## src/pau_pkg.sv

```systemverilog
// package for the port A upper pin control block
package pau_pkg;
   localparam logic [1:0] ADDR_PIN_LEVEL = 2'h0;
   localparam logic [1:0] ADDR_OUT_LATCH = 2'h1;
   localparam logic [1:0] ADDR_DIRECTION = 2'h2;
   localparam logic [1:0] ADDR_ANALOG_SEL = 2'h3;
   localparam int BIT_A4 = 4;
   localparam int BIT_A5 = 5;
   localparam int BIT_A6 = 6;
   localparam int BIT_A7 = 7;
   localparam logic [7:0] RST_LATCH = 8'h00;
   localparam logic [7:0] RST_DIRECTION = 8'hff;
   localparam logic [7:0] RST_ANALOG_SEL = 8'hff;
   // value returned for the unimplemented and disabled bits
   localparam logic [7:0] RST_READ = 8'h00;
   localparam logic UNDEF_BIT = 1'b0;
   localparam int CYC_DIV = 4;
   // oscillator mode straps
   typedef enum logic [1:0] {
      PAU_OSC_CRYSTAL = 2'b00,
      PAU_OSC_EXT_CLOCK = 2'b01,
      PAU_OSC_INTERNAL = 2'b10,
      PAU_OSC_RSVD = 2'b11
   } pau_osc_mode_t;
   // register bus request
   typedef struct packed {
      logic [1:0] addr;
      logic [7:0] wdata;
      logic wr;
      logic rd;
   } pau_bus_req_t;
   // peripheral function selects on pin a5
   typedef struct packed {
      logic timer1_clock_in_en;
      logic charge_unit_en;
      logic charge_unit_out;
   } pau_a5_func_t;
endpackage

```

## src/pau_port_upper.sv

```systemverilog
// upper pins 5..7 of port A: latch, direction, read path and oscillator takeover
`timescale 1ns/1ps
module pau_port_upper (
   // clock and reset
   input wire logic clk,
   input wire logic rstn,
   // register bus
   input wire pau_pkg::pau_bus_req_t bus_req,
   output logic [7:0] bus_rdata,
   // configuration
   input wire logic osc_pin_mode_cfg,
   input wire pau_pkg::pau_osc_mode_t osc_mode,
   input wire logic cycle_clock_out_en,
   // peripheral functions on pin 5
   input wire pau_pkg::pau_a5_func_t a5_func,
   output logic timer1_clock_in,
   output logic slave_select_in,
   // pads, output enable active low
   input wire logic [7:5] pad_in,
   output logic [7:5] pad_out,
   output logic [7:5] pad_oe_n
);
   import pau_pkg::*;

   logic [7:0] output_latch_a;
   logic [7:0] direction_a;
   logic [7:0] analog_select_0;
   logic [1:0] div_cnt;
   logic cycle_clock;
   logic [7:5] next_pad_out;
   logic [7:5] next_pad_oe_n;
   logic [7:0] next_rdata;
   logic [7:5] pin_read;
   logic clk_mode;

   assign clk_mode = (osc_mode == PAU_OSC_EXT_CLOCK) || (osc_mode == PAU_OSC_INTERNAL);

   // registers
   always_ff @(posedge clk) begin
      if (!rstn) begin
         output_latch_a <= RST_LATCH;
         direction_a <= RST_DIRECTION;
         analog_select_0 <= RST_ANALOG_SEL;
      end else if (bus_req.wr) begin
         case (bus_req.addr)
            ADDR_PIN_LEVEL, ADDR_OUT_LATCH: output_latch_a <= bus_req.wdata;
            ADDR_DIRECTION: direction_a <= bus_req.wdata;
            ADDR_ANALOG_SEL: analog_select_0 <= bus_req.wdata;
            default: ;
         endcase
      end
   end

   // cycle clock divider: high for two of four cycles
   always_ff @(posedge clk) begin
      if (!rstn) begin
         div_cnt <= 2'h0;
         cycle_clock <= 1'b0;
      end else begin
         div_cnt <= div_cnt + 2'h1;
         cycle_clock <= (div_cnt >= 2'(CYC_DIV / 2));
      end
   end

   // pad drive
   always_comb begin
      next_pad_out = '0;
      next_pad_oe_n = '1;
      if (a5_func.charge_unit_en) begin
         next_pad_out[BIT_A5] = a5_func.charge_unit_out;
         next_pad_oe_n[BIT_A5] = 1'b0;
      end else if (a5_func.timer1_clock_in_en) begin
         next_pad_oe_n[BIT_A5] = 1'b1;
      end else if (!direction_a[BIT_A5]) begin
         next_pad_out[BIT_A5] = output_latch_a[BIT_A5];
         next_pad_oe_n[BIT_A5] = 1'b0;
      end
      if (osc_pin_mode_cfg) begin
         next_pad_oe_n[BIT_A7] = 1'b1;
         if (clk_mode && cycle_clock_out_en) begin
            next_pad_out[BIT_A6] = cycle_clock;
            next_pad_oe_n[BIT_A6] = 1'b0;
         end
      end else begin
         for (int i = BIT_A6; i <= BIT_A7; i++) begin
            next_pad_out[i] = output_latch_a[i];
            next_pad_oe_n[i] = direction_a[i];
         end
      end
   end

   always_ff @(posedge clk) begin
      if (!rstn) begin
         pad_out <= '0;
         pad_oe_n <= '1;
      end else begin
         pad_out <= next_pad_out;
         pad_oe_n <= next_pad_oe_n;
      end
   end

   // digital read paths
   always_comb begin
      pin_read[BIT_A5] = analog_select_0[BIT_A4] ? 1'b0 : pad_in[BIT_A5];
      pin_read[BIT_A6] = osc_pin_mode_cfg ? UNDEF_BIT : pad_in[BIT_A6];
      pin_read[BIT_A7] = osc_pin_mode_cfg ? UNDEF_BIT : pad_in[BIT_A7];
   end

   always_ff @(posedge clk) begin
      if (!rstn) begin
         timer1_clock_in <= 1'b0;
         slave_select_in <= 1'b1;
      end else begin
         timer1_clock_in <= pad_in[BIT_A5];
         slave_select_in <= pin_read[BIT_A5];
      end
   end

   // read data
   always_comb begin
      next_rdata = RST_READ;
      case (bus_req.addr)
         ADDR_PIN_LEVEL: next_rdata[7:5] = pin_read;
         ADDR_OUT_LATCH: next_rdata[7:5] = output_latch_a[7:5];
         ADDR_DIRECTION: next_rdata[7:5] = direction_a[7:5];
         ADDR_ANALOG_SEL: next_rdata = analog_select_0;
         default: next_rdata = RST_READ;
      endcase
      if (bus_req.addr != ADDR_ANALOG_SEL) begin
         next_rdata[BIT_A4] = 1'b0;
         if (osc_pin_mode_cfg) begin
            next_rdata[BIT_A6] = UNDEF_BIT;
            next_rdata[BIT_A7] = UNDEF_BIT;
         end
      end
   end

   always_ff @(posedge clk) begin
      if (!rstn) begin
         bus_rdata <= RST_READ;
      end else if (bus_req.rd) begin
         bus_rdata <= next_rdata;
      end else begin
         bus_rdata <= RST_READ;
      end
   end
endmodule

```

## config.mk

```make
export PLATFORM = sky130hd
export DESIGN_NAME = pau_port_upper
export DESIGN_NICKNAME = d
export VERILOG_FILES = /design/src/pau_pkg.sv /design/src/pau_port_upper.sv
export SDC_FILE = /design/constraint.sdc
export NUM_CORES = 1
export LEC_CHECK = 0
export BUFFER_PORTS_ARGS = -buffer_cell sky130_fd_sc_hd__buf_4
export CORE_MARGIN = 1
export CORE_UTILIZATION = 41
export DETAILED_ROUTE_END_ITERATION = 16
export GPL_TIMING_DRIVEN = 0
export PLACE_DENSITY = 0.66
export SLEW_MARGIN = 0
export SYNTH_ARGS = -nofsm -noshare
export SYNTH_HDL_FRONTEND = slang
export SYNTH_SLANG_ARGS = --single-unit
```

## constraint.sdc

```tcl
create_clock -name clk -period 0.94 [get_ports clk]
set_clock_uncertainty 0.05 [all_clocks]
set_input_delay 0.047 -clock clk [delete_from_list [all_inputs] [get_ports clk]]
set_output_delay 0.047 -clock clk [all_outputs]
set_load 0.05 [all_outputs]
```

== Word-level counts from Yosys, hierarchy flattened ==
Index checks and enable logic that the tools add are counted.

* Flip-flop bits (word level): 43

* Reduce and logical (&&, ||, !) cells: 11
* $add $sub $neg: 1
* Magnitude comparators: 1
* Mux-type cells: 16
* Equal/unequal tests: 6
* Bitwise operators: 3

{| class="wikitable"
|+ Operator list
! operator !! number
|-
| $mux W1 || 13
|-
| $pmux W3 S4 || 1
|-
| $reduce_and A2 Y1 || 4
|-
| $eq A2 B2 Y1 const B || 3
|-
| $eq A2 B1 Y1 const B || 2
|-
| $mux W2 || 2
|-
| $reduce_or A2 Y1 || 2
|-
| $reduce_or A4 Y1 || 1
|-
| $not A1 Y1 || 3
|-
| $reduce_and A3 Y1 || 1
|-
| $add A2 B1 Y2 const B || 1
|-
| $ge A2 B2 Y1 const B || 1
|-
| $logic_not A2 Y1 || 1
|-
| $ne A2 B2 Y1 const B || 1
|-
| $logic_and A1 B1 Y1 || 1
|-
| $logic_or A1 B1 Y1 || 1
|}

== Longest topological paths before layout ==
* Depth in word-level cells: 5
* Gate-level depth with buffers: 4
* Depth with buffers taken out: 3

== Worst setup path before layout ==
No wires, ideal clock.

* Kind: register -> register
* Start point: reg analog_select_0[4]
* End point: reg bus_rdata[5]
* Setup slack: 0.049 ns
* Buffers on the path: 0
* Arrival time: 0.761 ns
* Cell stages (with the launch flop): 3
* Cells stage by stage: dfxtp_1 o31a_1 a211oi_2

* Cells in the longest elaborated chain, start to end: 2

{| class="wikitable"
|+ RTL lines
! element !! RTL line !! RTL
|-
| start, declared || pau_port_upper.sv:27 || <nowiki>logic [7:0] analog_select_0;</nowiki>
|-
| start signal, assigned || pau_port_upper.sv:48 || <nowiki>ADDR_ANALOG_SEL: analog_select_0 <= bus_req.wdata;</nowiki>
|-
| $mux W1 || pau_port_upper.sv:104 || <nowiki>pin_read[BIT_A5] = analog_select_0[BIT_A4] ? 1'b0 : pad_in[BIT_A5];</nowiki>
|-
| $pmux W3 S4 || pau_port_upper.sv:122 || <nowiki>case (bus_req.addr)</nowiki>
|-
| end signal, assigned || pau_port_upper.sv:142 || <nowiki>bus_rdata <= next_rdata;</nowiki>
|-
| end, declared || pau_port_upper.sv:9 || <nowiki>output logic [7:0] bus_rdata,</nowiki>
|}

Every way passes these cells.
A chain may end at the register's enable or synchronous reset.

== Final worst setup path ==
* Start point: reg direction_a[6]
* End point: reg bus_rdata[6]

* Cells in the longest elaborated chain, start to end: 3

{| class="wikitable"
|+ RTL lines
! element !! RTL line !! RTL
|-
| start, declared || pau_port_upper.sv:26 || <nowiki>logic [7:0] direction_a;</nowiki>
|-
| start signal, assigned || pau_port_upper.sv:47 || <nowiki>ADDR_DIRECTION: direction_a <= bus_req.wdata;</nowiki>
|-
| $pmux W3 S4 * || pau_port_upper.sv:122 ||
|-
| $mux W2 || pau_port_upper.sv:131 || <nowiki>if (osc_pin_mode_cfg) begin</nowiki>
|-
| $mux W2 * || pau_port_upper.sv:129 || <nowiki>if (bus_req.addr != ADDR_ANALOG_SEL) begin</nowiki>
|}

Every way passes the cells marked *; elsewhere a longest branch is shown, timed or not.

==> impl_metrics.yaml <==
status:
  outcome: "finished with violations"
  violations: "design-rule violations"
pwr:
  p_leak_uw: 0.0008822
  peakVddDrop_mv: 0.9435
  pwr_density_cell_nw_per_um2: 1478
  total_power_uw: 2755
yosys:
  ys.flop_type: "dfxtp_1"
  synth_seq_area_share: 0.5377
  syn-cell-area_sq_um: 1229
  synth.distinct_cells: 30
  syn_inst: 125
  synth_edf_count: 0
  avgSynthCellArea_sq_um: 9.829
  yosys_warnings: 0
  synth-seq-cells: 33
  postSynth.asyncResetShare: 0
  synthesis.nets: 150
layout:
  layout.nets: 212
  num_antenna_cells: 0
  fill_cells: 249
  drive_above_1_share: 0.3636
  area_growth_pct: 51.73
  final_cell_mix: "buf_4 (23), nand2_1 (22), dfxtp_2 (17), dfxtp_1 (16), dlygate4sd3_1 (16)"
  final_common_cell: "buf_4"
job:
  drv_cap: 0
timing:
  report.final.slew_viol_count: 0
  finalCriticalPeriod_ps: 923.6
  tightest_slew_ps: 479.5
  max_freq_mhz: 1083
  rsz0062_at_grt: "yes"
  setup_violations: 0
  post-route-period-util: 0.9825
  whs_ps: 3.228
  hold_viol: 0
  max_slew_margin: 0.6803
setup_path:
  critPathBufInv: 0
  critPathMaxStageDelay_ps: 340
  ff2ff_setup_slack_ps: 20
  path_cells: "mux2i_1 > a211oi_1 > a211o_1"
  path_max_fanout: 3
  slowest_stage: "dfxtp_1"
  timing.rr.start: "direction_a[6]"
  crit_start: "direction_a[6]"
  start_kind: "register"
  critPathKind: "reg -> reg"
  critPathTopFamily: "flip-flops"
  ff2ff_path_depth: 3
  timing.rr.end: "bus_rdata[6]"
  cp.required_ps: 1110
  endpoint_kind: "register"
  worstPathArrival_ps: 1090
drt:
  routedWlPerCell_um: 12.47
  routed_via_density: 5.018
  drtIter0Drc: 30
  routed_wl_mm: 2.718
  antenna_left: 0
  dr.max_layer_used: "met4"
  drc: 4
  wl_met1_mm: 1.171
  num_vias: 1094
  drtPass1Iterations: 10
  wl_met3_um: 179
  wl_met2_mm: 1.350
clock_tree:
  htreeDepth: 2
  cts_tree: "done"
  cts_root_buf: "clkbuf_4"
  clock_latency_ps: 320
  cts_buffer_depth: 2
  numClockSinks: 33
  numCtsBuffers: 5
  cts.clk_slew.worst_paths_ps: 90
min_path:
  holdPathEnd: "pad_out[6]"
  hold_class: "in -> reg"
  worstHoldStart: "osc_mode[1]"
  min_path_cells: 4
grt:
  grt_pass1_vias: 1043
  grt_first_pass_wirelength_mm: 4.422
  gr-total-overflow: 0
  antenna_found_initial: 0
  track_usage: 0.1888
  grt_max_degree: 11
placed_design:
  port_buffers: 39
  dp.final_hpwl_mm: 1.878
  gp_congestion: 0.7797
floorplanning:
  rows: 19
  dieArea_sq_um: 3219
  die_w_um: 56.74
  initial_core_util: 0.4380
  ios: 40
  fp.dieH_um: 56.74
  core_area_sq_um: 2805
-- sequential cells by signal (all words and copies together), names as in the netlist --
signal,count
analog_select_0,8
bus_rdata,8
cycle_clock,1
direction_a,3
div_cnt,2
output_latch_a,3
pad_oe_n,3
pad_out,3
slave_select_in,1
timer1_clock_in,1
-- tightest hold or removal path: stages --
cell and delay, ps:
buf_4 80, xor2_1 60, nand4_1 80, a21boi_0 70
-- layout make-up --
type | instances | area, sq um | share of cell area
flip-flops and latches | 33 | 681.9 | 0.3658
plain buffers | 5 | 28.78 | 0.01544
inverters | 2 | 7.507 | 0.004027
repair buffers | 55 | 520.5 | 0.2792
well taps | 31 | 38.79 | 0.02081
clock buffers | 7 | 55.05 | 0.02953
multi-input cells | 85 | 531.8 | 0.2852
-- power by group --
group          internal (uW)  switching, uW
clock network            353            416
logic                    241            239
registers               1470           35.5
-- timing repair --
action                                  in CTS  in global routing
endpoints found under the hold margin       21                  0
pin swaps                                    1                  1
buffers inserted                             0                  0
endpoints found under the setup margin       9                 18
gates resized for setup                      9                 26
hold buffers                                16                  0
-- logic make-up (layout without fill, tap and decap cells) --
kind of cell / count (synthesis) / after routing / synth area share
simple gates: 59 / 59 / 0.2536
flops: 33 / 33 / 0.5377
compound gates: 14 / 14 / 0.08044
mux: 10 / 10 / 0.08147
buf+inv: 7 / 69 / 0.02954
fa+ha+maj: 1 / 1 / 0.01018
xor+xnor: 1 / 1 / 0.007130
-- cell usage after synthesis, drive strengths merged, types with 2 or more instances --
cell type | n | area [sq um]
a211oi | 2 | 20.02
a21boi | 2 | 15.01
a21oi | 2 | 10.01
and2 | 7 | 43.79
and3 | 2 | 12.51
buf | 3 | 21.27
clkbuf | 2 | 7.510
dfxtp | 33 | 660.6
inv | 2 | 7.510
mux2i | 10 | 100.1
nand2 | 22 | 82.58
nand2b | 4 | 25.02
nand3 | 9 | 45.04
nand3b | 2 | 27.53
nor2 | 5 | 21.27
nor2b | 5 | 31.28
o21a | 2 | 15.01
o21ai | 3 | 15.01
-- layer usage --
| metal | up-vias | track usage |
|---|---|---|
| met5 | - | 0 |
| met4 | 0 | 0.08711 |
| met3 | 2 | 0.07143 |
| met2 | 33 | 0.3146 |
| met1 | 517 | 0.2129 |
| li1 | 542 | - |
-- worst max-delay path by stage --
stage | endpoint | slack (ps) | cells after the start
detailed placement | analog_select_0[2] | -150 | 5
floorplan | bus_rdata[5] | 50 | 2
global placement | analog_select_0[2] | -130 | 5
CTS | bus_rdata[5] | 3 | 1
finish | bus_rdata[6] | 20 | 3
global route | bus_rdata[6] | -10 | 3
-- per-stage QoR --
step           setup TNS, ps  cells  setup slack, ps  cell area [sq um]    util
6_report                   0    218            16.42               1864  0.6646
5_1_grt               -32.93    218           -11.36               1864  0.6646
4_1_cts                    0    218            3.258               1807  0.6441
3_5_place_dp           -1091    195           -153.8               1560  0.5562
3_3_place_gp           -1016    195           -128.4               1560  0.5562
2_1_floorplan              0    125            49.40               1229       -
(Power assumes the default switching activity.)
